==> src/verilog/mfc_defs.svh <==
`ifndef MFC_DEFS_SVH
`define MFC_DEFS_SVH
// Summary of operation
// - Reset clears every control bit to zero
// - Control register also reachable at alias address
// - Bit 0 enables stream receive acceptance
// - Bit 1 enables stream transmit sending
// - Bit 4 mirrors tx error into status
// - Bit 5 drives rx error from status
// - Bit 6 enables transmit aging
// - Bit 7 enables receive aging
// - Class 0-2 splits packet into 8/4/2 blocks
// - Class 3 sends one whole packet each
// - Class 4-7 packs up to 2..5 packets
// - Bit 16 strips headers into buffer registers
// - Bit 17 selects 32-bit else 25-bit timestamp

// ****************************************
// Register offsets
// ****************************************
`define MFC_CTRL_OFFSET 8'hf0
`define MFC_CTRL_ALIAS_OFFSET 8'hf4
`define MFC_TX_STATUS_OFFSET 8'hf8
`define MFC_RX_STATUS_OFFSET 8'hfc
`define MFC_INT_STATUS_OFFSET 8'he0
`define MFC_INT_MASK_OFFSET 8'he4
`define MFC_HDR_BUF0_OFFSET 8'hc0

// ****************************************
// Field positions and reset values
// ****************************************
`define MFC_RX_EN_BIT 0
`define MFC_TX_EN_BIT 1
`define MFC_TXERR_MODE_BIT 4
`define MFC_RXERR_MODE_BIT 5
`define MFC_TX_AGE_BIT 6
`define MFC_RX_AGE_BIT 7
`define MFC_CLASS_LSB 13
`define MFC_CLASS_MSB 15
`define MFC_HDR_STRIP_BIT 16
`define MFC_EXT_TS_BIT 17
`define MFC_CTRL_WMASK 32'h0003e0f3
`define MFC_CTRL_RESET 32'h00000000
`define MFC_HDR_WORDS 4
`define MFC_TS_SHORT_MASK 32'h01ffffff
`define MFC_TS_LONG_MASK 32'hffffffff
`endif

==> src/verilog/mfc_pkg.sv <==
package mfc_pkg;
  typedef enum logic [2:0] {MFC_SPLIT8, MFC_SPLIT4, MFC_SPLIT2, MFC_WHOLE, MFC_PACK2, MFC_PACK3, MFC_PACK4,
                            MFC_PACK5} mfc_class_t;
  typedef enum logic [1:0] {MFC_RESP_OKAY = 2'b00, MFC_RESP_SLVERR = 2'b10} mfc_resp_t;
endpackage
==> src/verilog/mfc_class_decode.sv <==
`timescale 1ns/1ps
`include "mfc_defs.svh"
// Class code to packing figures
module mfc_class_decode
(
  // Class code
  input wire logic [2:0] tx_class,
  // Packing figures
  output logic [3:0] blocks_per_source,
  output logic [2:0] sources_per_packet
);
  always_comb
  begin
    blocks_per_source = 4'h1;
    sources_per_packet = 3'h1;
    case (mfc_pkg::mfc_class_t'(tx_class))
      mfc_pkg::MFC_SPLIT8: blocks_per_source = 4'h8;
      mfc_pkg::MFC_SPLIT4: blocks_per_source = 4'h4;
      mfc_pkg::MFC_SPLIT2: blocks_per_source = 4'h2;
      mfc_pkg::MFC_WHOLE: sources_per_packet = 3'h1;
      mfc_pkg::MFC_PACK2: sources_per_packet = 3'h2;
      mfc_pkg::MFC_PACK3: sources_per_packet = 3'h3;
      mfc_pkg::MFC_PACK4: sources_per_packet = 3'h4;
      mfc_pkg::MFC_PACK5: sources_per_packet = 3'h5;
      default: sources_per_packet = 3'h1;
    endcase
  end
endmodule

==> src/verilog/mfc_err_sync.sv <==
`timescale 1ns/1ps
// Two-flop synchroniser for an external error pin
module mfc_err_sync
(
  // Clock and reset
  input wire logic aclk,
  input wire logic aresetn,
  // Pin in, synchronised out
  input wire logic pin,
  output logic level
);
  logic meta_reg;
  always_ff @(posedge aclk)
  begin
    if (!aresetn)
    begin
      meta_reg <= 1'b0;
      level <= 1'b0;
    end
    else
    begin
      meta_reg <= pin;
      level <= meta_reg;
    end
  end
endmodule

==> src/verilog/mfc_formatter_ctrl.sv <==
// Design decision made here: the AXI4-Lite register port.
`timescale 1ns/1ps
`include "mfc_defs.svh"
module mfc_formatter_ctrl
(
  // Clock and reset
  input wire logic aclk,
  input wire logic aresetn,
  // AXI4-Lite write address and data
  input wire logic [7:0] s_axi_awaddr,
  input wire logic s_axi_awvalid,
  output logic s_axi_awready,
  input wire logic [31:0] s_axi_wdata,
  input wire logic [3:0] s_axi_wstrb,
  input wire logic s_axi_wvalid,
  output logic s_axi_wready,
  // AXI4-Lite write response
  output logic [1:0] s_axi_bresp,
  output logic s_axi_bvalid,
  input wire logic s_axi_bready,
  // AXI4-Lite read
  input wire logic [7:0] s_axi_araddr,
  input wire logic s_axi_arvalid,
  output logic s_axi_arready,
  output logic [31:0] s_axi_rdata,
  output logic [1:0] s_axi_rresp,
  output logic s_axi_rvalid,
  input wire logic s_axi_rready,
  // Bulk data interface error pins
  input wire logic bulk_tx_error_in,
  output logic bulk_rx_error_out,
  // Formatter events
  input wire logic rx_packet_in,
  input wire logic [31:0] rx_header_word,
  input wire logic rx_header_valid,
  input wire logic rx_status_set,
  // Formatter controls
  output logic stream_rx_enable,
  output logic stream_tx_enable,
  output logic rx_accept,
  output logic tx_aging_enable,
  output logic rx_aging_enable,
  output logic rx_header_strip,
  output logic [3:0] blocks_per_source,
  output logic [2:0] sources_per_packet,
  output logic [31:0] timestamp_mask,
  // Interrupt
  output logic irq
);
  logic [31:0] formatter_control_reg;
  logic [31:0] tx_status_reg;
  logic [31:0] rx_status_reg;
  logic [1:0] int_status_reg;
  logic [1:0] int_mask_reg;
  logic [31:0] hdr_buf [0:`MFC_HDR_WORDS-1];
  logic [1:0] hdr_idx_reg;
  logic tx_err_sync;
  logic aw_held_reg;
  logic w_held_reg;
  logic [7:0] awaddr_reg;
  logic [31:0] wdata_reg;
  logic [3:0] wstrb_reg;
  logic do_write;
  logic do_read;
  logic [31:0] rdata_next;
  logic rd_hit;
  logic wr_hit;
  logic rd_int_status;
  logic tx_err_prev_reg;

  // ****************************************
  // Address decode
  // ****************************************
  function automatic logic is_ctrl(input logic [7:0] a);
    is_ctrl = (a == `MFC_CTRL_OFFSET) || (a == `MFC_CTRL_ALIAS_OFFSET);
  endfunction

  function automatic logic [31:0] merge(input logic [31:0] old, input logic [31:0] d, input logic [3:0] s);
    for (int i = 0; i < 4; i++)
    begin
      merge[i*8 +: 8] = s[i] ? d[i*8 +: 8] : old[i*8 +: 8];
    end
  endfunction

  mfc_err_sync u_tx_sync
  (
    .aclk(aclk),
    .aresetn(aresetn),
    .pin(bulk_tx_error_in),
    .level(tx_err_sync)
  );

  // ****************************************
  // Write channel
  // ****************************************
  assign s_axi_awready = !aw_held_reg && !s_axi_bvalid;
  assign s_axi_wready = !w_held_reg && !s_axi_bvalid;
  assign do_write = aw_held_reg && w_held_reg;
  assign wr_hit = is_ctrl(awaddr_reg) || (awaddr_reg == `MFC_INT_MASK_OFFSET);

  always_ff @(posedge aclk)
  begin
    if (!aresetn)
    begin
      aw_held_reg <= 1'b0;
      w_held_reg <= 1'b0;
      awaddr_reg <= 8'h00;
      wdata_reg <= 32'h00000000;
      wstrb_reg <= 4'h0;
      s_axi_bvalid <= 1'b0;
      s_axi_bresp <= 2'b00;
    end
    else
    begin
      if (s_axi_awvalid && s_axi_awready)
      begin
        aw_held_reg <= 1'b1;
        awaddr_reg <= {s_axi_awaddr[7:2], 2'b00};
      end
      if (s_axi_wvalid && s_axi_wready)
      begin
        w_held_reg <= 1'b1;
        wdata_reg <= s_axi_wdata;
        wstrb_reg <= s_axi_wstrb;
      end
      if (do_write)
      begin
        aw_held_reg <= 1'b0;
        w_held_reg <= 1'b0;
        s_axi_bvalid <= 1'b1;
        s_axi_bresp <= wr_hit ? mfc_pkg::MFC_RESP_OKAY : mfc_pkg::MFC_RESP_SLVERR;
      end
      else if (s_axi_bready)
      begin
        s_axi_bvalid <= 1'b0;
      end
    end
  end

  // ****************************************
  // Control register
  // ****************************************
  always_ff @(posedge aclk)
  begin
    if (!aresetn)
    begin
      formatter_control_reg <= `MFC_CTRL_RESET;
      int_mask_reg <= 2'h0;
    end
    else if (do_write)
    begin
      if (is_ctrl(awaddr_reg))
      begin
        formatter_control_reg <= merge(formatter_control_reg, wdata_reg, wstrb_reg) & `MFC_CTRL_WMASK;
      end
      if (awaddr_reg == `MFC_INT_MASK_OFFSET)
      begin
        int_mask_reg <= wstrb_reg[0] ? wdata_reg[1:0] : int_mask_reg;
      end
    end
  end

  // ****************************************
  // Decoded controls
  // ****************************************
  assign stream_rx_enable = formatter_control_reg[`MFC_RX_EN_BIT];
  assign rx_accept = stream_rx_enable && rx_packet_in;
  assign stream_tx_enable = formatter_control_reg[`MFC_TX_EN_BIT];
  assign tx_aging_enable = formatter_control_reg[`MFC_TX_AGE_BIT];
  assign rx_aging_enable = formatter_control_reg[`MFC_RX_AGE_BIT];
  assign rx_header_strip = formatter_control_reg[`MFC_HDR_STRIP_BIT];
  assign timestamp_mask = formatter_control_reg[`MFC_EXT_TS_BIT] ? `MFC_TS_LONG_MASK :
    `MFC_TS_SHORT_MASK;

  mfc_class_decode u_class
  (
    .tx_class(formatter_control_reg[`MFC_CLASS_MSB:`MFC_CLASS_LSB]),
    .blocks_per_source(blocks_per_source),
    .sources_per_packet(sources_per_packet)
  );

  // ****************************************
  // Error mirroring and status
  // ****************************************
  always_ff @(posedge aclk)
  begin
    if (!aresetn)
    begin
      tx_status_reg <= 32'h00000000;
      rx_status_reg <= 32'h00000000;
      bulk_rx_error_out <= 1'b0;
    end
    else
    begin
      if (formatter_control_reg[`MFC_TXERR_MODE_BIT])
      begin
        tx_status_reg[0] <= tx_err_sync;
      end
      rx_status_reg[0] <= rx_status_set;
      bulk_rx_error_out <= formatter_control_reg[`MFC_RXERR_MODE_BIT] && rx_status_reg[0];
    end
  end

  // ****************************************
  // Header buffer
  // ****************************************
  // Headers are kept only when stripping, so the app sees bare source packets
  always_ff @(posedge aclk)
  begin
    if (!aresetn)
    begin
      hdr_idx_reg <= 2'h0;
    end
    else if (rx_header_strip && rx_header_valid)
    begin
      hdr_buf[hdr_idx_reg] <= rx_header_word;
      hdr_idx_reg <= hdr_idx_reg + 2'h1;
    end
  end

  // ****************************************
  // Interrupt status, cleared on read
  // ****************************************
  always_ff @(posedge aclk)
  begin
    if (!aresetn)
    begin
      int_status_reg <= 2'h0;
      tx_err_prev_reg <= 1'b0;
    end
    else
    begin
      // Set beats the clear of the same cycle; a held error level raises the flag once
      tx_err_prev_reg <= tx_err_sync;
      int_status_reg <= (rd_int_status ? 2'h0 : int_status_reg) |
        {tx_err_sync && !tx_err_prev_reg, rx_header_strip && rx_header_valid && hdr_idx_reg == 2'h3};
    end
  end
  assign irq = |(int_status_reg & int_mask_reg);

  // ****************************************
  // Read channel
  // ****************************************
  assign s_axi_arready = !s_axi_rvalid;
  assign do_read = s_axi_arvalid && s_axi_arready;
  assign rd_int_status = do_read && ({s_axi_araddr[7:2], 2'b00} == `MFC_INT_STATUS_OFFSET);

  always_comb
  begin
    rdata_next = 32'h00000000;
    rd_hit = 1'b1;
    case ({s_axi_araddr[7:2], 2'b00})
      `MFC_CTRL_OFFSET, `MFC_CTRL_ALIAS_OFFSET: rdata_next = formatter_control_reg;
      `MFC_TX_STATUS_OFFSET: rdata_next = tx_status_reg;
      `MFC_RX_STATUS_OFFSET: rdata_next = rx_status_reg;
      `MFC_INT_STATUS_OFFSET: rdata_next = {30'h0, int_status_reg};
      `MFC_INT_MASK_OFFSET: rdata_next = {30'h0, int_mask_reg};
      `MFC_HDR_BUF0_OFFSET: rdata_next = hdr_buf[0];
      8'hc4: rdata_next = hdr_buf[1];
      8'hc8: rdata_next = hdr_buf[2];
      8'hcc: rdata_next = hdr_buf[3];
      default: rd_hit = 1'b0;
    endcase
  end

  always_ff @(posedge aclk)
  begin
    if (!aresetn)
    begin
      s_axi_rvalid <= 1'b0;
      s_axi_rdata <= 32'h00000000;
      s_axi_rresp <= 2'b00;
    end
    else if (do_read)
    begin
      s_axi_rvalid <= 1'b1;
      s_axi_rdata <= rdata_next;
      s_axi_rresp <= rd_hit ? mfc_pkg::MFC_RESP_OKAY : mfc_pkg::MFC_RESP_SLVERR;
    end
    else if (s_axi_rready)
    begin
      s_axi_rvalid <= 1'b0;
    end
  end

  // ****************************************
  // Assertions
  // ****************************************
  a_reset_clear: assert property (@(posedge aclk) !aresetn |=> formatter_control_reg == 32'h0)
    else $error("control not cleared by reset");
  a_alias_same: assert property (@(posedge aclk) disable iff (!aresetn)
    do_write && awaddr_reg == `MFC_CTRL_ALIAS_OFFSET && wstrb_reg == 4'hf |=>
    formatter_control_reg == ($past(wdata_reg) & `MFC_CTRL_WMASK))
    else $error("alias write lost");
  a_rx_accept: assert property (@(posedge aclk) disable iff (!aresetn)
    rx_accept |-> formatter_control_reg[0])
    else $error("rx accepted while disabled");
  a_tx_enable: assert property (@(posedge aclk) disable iff (!aresetn)
    do_write && is_ctrl(awaddr_reg) && wstrb_reg[0] |=> stream_tx_enable == $past(wdata_reg[1]))
    else $error("tx enable mismatch");
  a_tx_mirror: assert property (@(posedge aclk) disable iff (!aresetn)
    formatter_control_reg[4] && $past(formatter_control_reg[4]) |-> tx_status_reg[0] == $past(tx_err_sync))
    else $error("tx error not mirrored");
  a_rx_drive: assert property (@(posedge aclk) disable iff (!aresetn)
    ##1 bulk_rx_error_out == ($past(formatter_control_reg[5]) && $past(rx_status_reg[0])))
    else $error("rx error output wrong");
  a_unused_zero: assert property (@(posedge aclk) disable iff (!aresetn)
    (formatter_control_reg & ~`MFC_CTRL_WMASK) == 32'h0)
    else $error("unused bit set");
  a_ts_width: assert property (@(posedge aclk) disable iff (!aresetn)
    !formatter_control_reg[17] |-> timestamp_mask == 32'h01ffffff)
    else $error("timestamp width wrong");
  a_split8: assert property (@(posedge aclk) disable iff (!aresetn)
    formatter_control_reg[15:13] == 3'h0 |-> blocks_per_source == 4'h8)
    else $error("split8 wrong");
  a_pack5: assert property (@(posedge aclk) disable iff (!aresetn)
    formatter_control_reg[15:13] == 3'h7 |-> sources_per_packet == 3'h5)
    else $error("pack5 wrong");
  c_write_ctrl: cover property (@(posedge aclk) do_write && is_ctrl(awaddr_reg));
  c_read_alias: cover property (@(posedge aclk) do_read && s_axi_araddr == `MFC_CTRL_ALIAS_OFFSET);
  c_irq: cover property (@(posedge aclk) irq);
endmodule

==> config.mk <==
export PLATFORM = sky130hd
export DESIGN_NAME = mfc_formatter_ctrl
export DESIGN_NICKNAME = d
export VERILOG_FILES = /design/src/verilog/mfc_pkg.sv /design/src/verilog/mfc_class_decode.sv /design/src/verilog/mfc_err_sync.sv /design/src/verilog/mfc_formatter_ctrl.sv
export VERILOG_INCLUDE_DIRS = /design/src /design/src/verilog
export SDC_FILE = /design/constraint.sdc
export NUM_CORES = 1
export LEC_CHECK = 0
export BUFFER_PORTS_ARGS = -buffer_cell sky130_fd_sc_hd__buf_2
export CORE_MARGIN = 5
export CORE_UTILIZATION = 50
export CTS_BUF_LIST = sky130_fd_sc_hd__clkbuf_2 sky130_fd_sc_hd__clkbuf_4 sky130_fd_sc_hd__clkbuf_8
export DETAILED_ROUTE_END_ITERATION = 8
export PLACE_DENSITY = 0.83
export SLEW_MARGIN = 25
export SYNTH_ARGS = -nofsm -noshare
export SYNTH_HDL_FRONTEND = slang
export SYNTH_SLANG_ARGS = --single-unit
==> constraint.sdc <==
create_clock -name aclk -period 2.91 [get_ports aclk]
set_input_delay 0.582 -clock aclk [delete_from_list [all_inputs] [get_ports aclk]]
set_output_delay 0.582 -clock aclk [all_outputs]
set_load 0.02 [all_outputs]
After elaboration in Yosys (flattened, before gate mapping) --
Memories as Yosys holds them, arrays and structs flattened. Cells that the tools add are included.
Cells by class: add/sub/neg operators 1, eq/ne operators 20, multiplexer cells 15, bitwise operators 3, reduce and logical (&&, ||, !) cells 30
Operators with widths (number):
- 32-bit one-hot mux with 9 select lines | 1
- 6-bit equality test, second input constant | 13
- 32-bit 2-to-1 mux | 1
- 3-bit equality test, second input constant | 4
- 1-bit logical AND | 12
- 3-bit one-hot mux with 4 select lines | 1
- 4-bit one-hot mux with 3 select lines | 1
- 3-bit AND reduction | 4
- 10-bit OR reduction | 1
- 1-bit 2-to-1 mux | 8
- 2-bit 2-to-1 mux | 3
- 2-bit OR reduction | 3
- 1-bit logical NOT | 5
- 2-bit nonzero test | 2
- 3-bit by 1-bit equality test with 1-bit output, second input constant | 1
- 3-bit by 2-bit equality test with 1-bit output, second input constant | 1
- 3-bit logical NOT | 1
- 2-bit by 1-bit adder with 2-bit output, second input constant | 1
- 2-bit AND | 1
- 2-bit equality test, second input constant | 1
- 1-bit logical OR | 2
- 2-bit OR | 1
- 1-bit inverter | 1
Storage, ports and cells: bits in registers 90, RAM bits 128, bits of input ports 95, output and inout bits 88, word-level logic and storage cells 92, memories kept 1
Memories:
- hdr_buf | words 4, width 32, read ports 4, clocked after Yosys merged registers in 0, wr ports 1, line mfc_formatter_ctrl.sv:55 | logic [31:0] hdr_buf [0:`MFC_HDR_WORDS-1];

Logic depth before layout (Yosys ltp) --
depth in word-level cells 5, mapped depth 6

By module --
From an unflattened synthesis, not the netlist that was laid out.
Unflattened totals: cell total of the unflattened synthesis 588, area, all modules 8279.2 sq um
By module, submodules not included:
- mfc_formatter_ctrl | times used 1, cells an instance 577, area an instance 8175.3 sq um
- mfc_err_sync | times used 1, cells an instance 4, area an instance 52.6 sq um
- mfc_class_decode | times used 1, cells an instance 7, area an instance 51.3 sq um

Least setup slack after synthesis --
Ideal clock, no wire load.
path type input to register, from input aresetn, to memory hdr_buf[3][0], enable pin, library setup time 0.393 ns, arrival 1.584 ns, required time 2.517 ns, path slack 0.933 ns, stages 2, buffers on the path 0, cell sequence and3_1 -> and2_1
On the way: longest elaborated chain between the ends 2
Ends and longest elaborated chain:
- from (decl) | line mfc_formatter_ctrl.sv:8 | input wire logic aresetn,
- 1-bit 2-to-1 mux | line mfc_formatter_ctrl.sv:210 | if (!aresetn)
- 1-bit 2-to-1 mux (not written as such) | line mfc_formatter_ctrl.sv:216 | hdr_buf[hdr_idx_reg] <= rx_header_word;
- to (decl) | line mfc_formatter_ctrl.sv:55
No other way between the ends.

Worst setup path after layout --
from register formatter_control_reg[14], to output blocks_per_source[1]
On the way: longest elaborated chain between the ends 2
Ends and longest elaborated chain:
- from (decl) | line mfc_formatter_ctrl.sv:50 | logic [31:0] formatter_control_reg;
- from (signal assigned) | line mfc_formatter_ctrl.sv:147 | formatter_control_reg <= `MFC_CTRL_RESET;
- from (signal assigned) | line mfc_formatter_ctrl.sv:154 | formatter_control_reg <= merge(formatter_control_reg, wdata_reg, wstrb_reg) & `MFC_CTRL_WMASK;
- 3-bit by 2-bit equality test with 1-bit output, or another cell as far along | line mfc_class_decode.sv:16 | case (mfc_pkg::mfc_class_t'(tx_class))
- 4-bit one-hot mux with 3 select lines (*) | line mfc_class_decode.sv:16
- to (decl) | line mfc_formatter_ctrl.sv:44 | output logic [3:0] blocks_per_source,
Every way passes the cells marked *; elsewhere a longest branch is shown, timed or not.

==> impl_metrics.yaml <==
outcome:
  status: "complete, no violations"
logic_synthesis:
  yosysWarnings: 0
  yosysSeqAreaShare: 0.670
  yosysTopAreaCell: "edfxtp_1"
  ys.flop_type: "edfxtp_1"
  ys_seq_elements: 209
  yosys-top-cells-count: "edfxtp_1 (128), dfxtp_1 (81), nand2_1 (47), buf_4 (38), nor2b_1 (25)"
  synthCells: 535
  synthesis.area_um2: 8150
  synth_enable_flop_cells: 128
  netlist_top_cells_area: "edfxtp_1 (47%), dfxtp_1 (20%), mux4_2 (6.4%)"
  synth_top_area_share: 0.472
  synthArstFlopShare: 0
  synth.most_common_cell: "edfxtp_1"
  syn_area_per_cell_um2: 15.2
  synthDistinctLibCells: 50
power:
  vdd_drop_max_mv: 0.674
  p_leak_nw: 3.75
  p_per_area_nw_per_um2: 638
finish:
  fillers: 1205
  syn2layout_area_growth_pct: 17.0
  utilization: 0.598
  seq_area_um2: 5470
  drive_gt1_frac: 0.333
  diodes: 0
  largestRegisters: "hdr_buf (128), s_axi_rdata (32)"
  regMostFlops: "hdr_buf"
  largest_reg_flops: 128
  instances_no_fill: 913
  multiInputGateArea_um2: 2350
  fin_nets: 771
setup_path:
  cp-startpoint: "formatter_control_reg[14]"
  crit_end: "blocks_per_source[1]"
  rr_endpoint: "hdr_buf[3][2]"
  r2r_setup_slack_ns: 0.96
  crit_fanout: 8
  cp.required_ns: 2.33
  cp.arrival_ns: 1.39
  crit_path_end_kind: "output port"
  reg2reg_depth: 3
  r2r_start: "formatter_control_reg[16]"
  start_kind: "register"
  crit_type: "reg -> out"
clock_tree:
  cts_hold_buf: 0
  ctsResizeCount: 0
  clock_latency_ns: 0.49
  clock-root-buffer: "clkbuf_8"
  cts_setup_buffers: 0
  cts_tree: "yes"
  h-tree-depth: 2
  cts.sinks: 209
  clockBufferDepth: 3
  clk_pin_slew_worst_paths_ns: 0.06
  cts-buffers-inserted: 34
timing:
  finalHoldViolCount: 0
  finClkSkew_ns: 0.0201
  report.final.slew_viol_count: 0
  finalSetupViolCount: 0
  tightest_slew_ns: 0.684
  fin_ws_ns: 0.936
  grt_setup_unrepaired: "no"
  fmax_mhz: 506
  tns_ns: 0
  period_share: 0.678
  fin_crit_ns: 1.97
  slew_headroom: 0.542
die:
  fp.dieW_um: 138
  ios: 183
  coreArea_um2: 15900
  design.die.area_um2: 19000
  num_rows: 46
  start_util: 0.511
  die_h_um: 138
place:
  placed_cells: 852
  dp_slack_ns: 0.707
  place.port_buffers: 129
  gp_congestion: 0.795
  dp.final_hpwl_um: 11600
global_route:
  grt_pass1_vias: 5065
  grt_pass1_wl_um: 26300
  grt_usage: 0.180
  grt.overflow.total: 0
  antenna_found_initial: 2
  grt_max_degree: 52
routing:
  routedWlPerCell_um: 18.8
  first_pass_iters: 5
  drc: 0
  dr.first_iter.drc_count: 214
  vias: 4857
  wl_um: 17200
  vias_per_cell: 5.32
  antenna_left: 0
run:
  maxCapViolCount: 0
min_path:
  hp-class: "in -> reg"
## where the power goes
group	internal [mW]	total (mW)	switching, mW
sequential	3.17	3.19	0.0208
clock	1.51	2.58	1.07
combinational	0.123	0.311	0.188
total	4.80	6.09	1.28
## worst max-delay path: stages (launching register included)
cell and delay (ns):
dfxtp_1 0.48, nor3b_1 0.23, buf_2 0.20
## cell families after synthesis
logic type,Yosys count,synth area share
adders and majority gates,4,0.00614
and+or+nand+nor,128,0.0847
buffers and inverters,67,0.0530
xor gates and xnor gates,1,0.00107
AOI/OAI and AO/OA,70,0.0662
muxes,54,0.118
DFF,209,0.670
other,2,0.000921
## layout make-up
cell class	instances	share of cell area
clock buffers	55	0.0682
clock inverters	6	0.00630
inverters	4	0.00157
multi-input cells	284	0.247
flip-flops and latches	209	0.573
well taps	216	0.0283
repair buffers	139	0.0756
## through the flow
step	total power [mW]	area, um^2	hold WS [ns]
floorplan	3.48	8250	0.412
global placement	3.55	8820	0.427
detailed placement	3.56	8820	0.433
CTS	6.14	9540	0.274
global route	6.32	9540	0.275
finish	6.09	9540	0.301
## placed cells by master (no fill, tap or decap), types with 3 or more instances in the layout
master	n
a21boi_0	16
a22o_1	23
a22oi_1	9
and2_1	11
and2_2	4
and3_1	4
buf_2	129
buf_4	10
clkbuf_4	17
clkbuf_8	38
conb_1	27
dfxtp_1	81
edfxtp_1	128
ha_1	4
inv_1	4
mux2i_1	23
mux4_1	8
mux4_2	23
nand2_1	47
nand2b_1	3
nand3b_1	3
nand4_1	3
nor2_1	10
nor2b_1	25
nor3_1	4
o21ai_1	9
## per-layer routing
| metal | vias to the layer above | global-route usage | wire length [um] |
|---|---|---|---|
| met2 | 224 | 0.323 | 8560 |
| met1 | 2357 | 0.208 | 6680 |
| met4 | 4 | 0.0516 | 316 |
| li1 | 2229 | - | - |
| met5 | - | 0 | 23 |
| met3 | 43 | 0.0530 | 1580 |
## worst min path at each step
| stage | from | to | slack, ns | cells after the start |
|---|---|---|---|---|
| finish | rx_header_word[19] | hdr_buf[1][19] | 0.30 | 1 |
| global route | rx_header_word[24] | hdr_buf[3][24] | 0.28 | 1 |
| CTS | rx_header_word[19] | hdr_buf[0][19] | 0.27 | 1 |
| detailed placement | u_tx_sync.meta_reg | u_tx_sync.level | 0.43 | 1 |
| global placement | u_tx_sync.meta_reg | u_tx_sync.level | 0.43 | 1 |
| floorplan | u_tx_sync.meta_reg | u_tx_sync.level | 0.41 | 1 |
(Power assumes the default switching activity.)
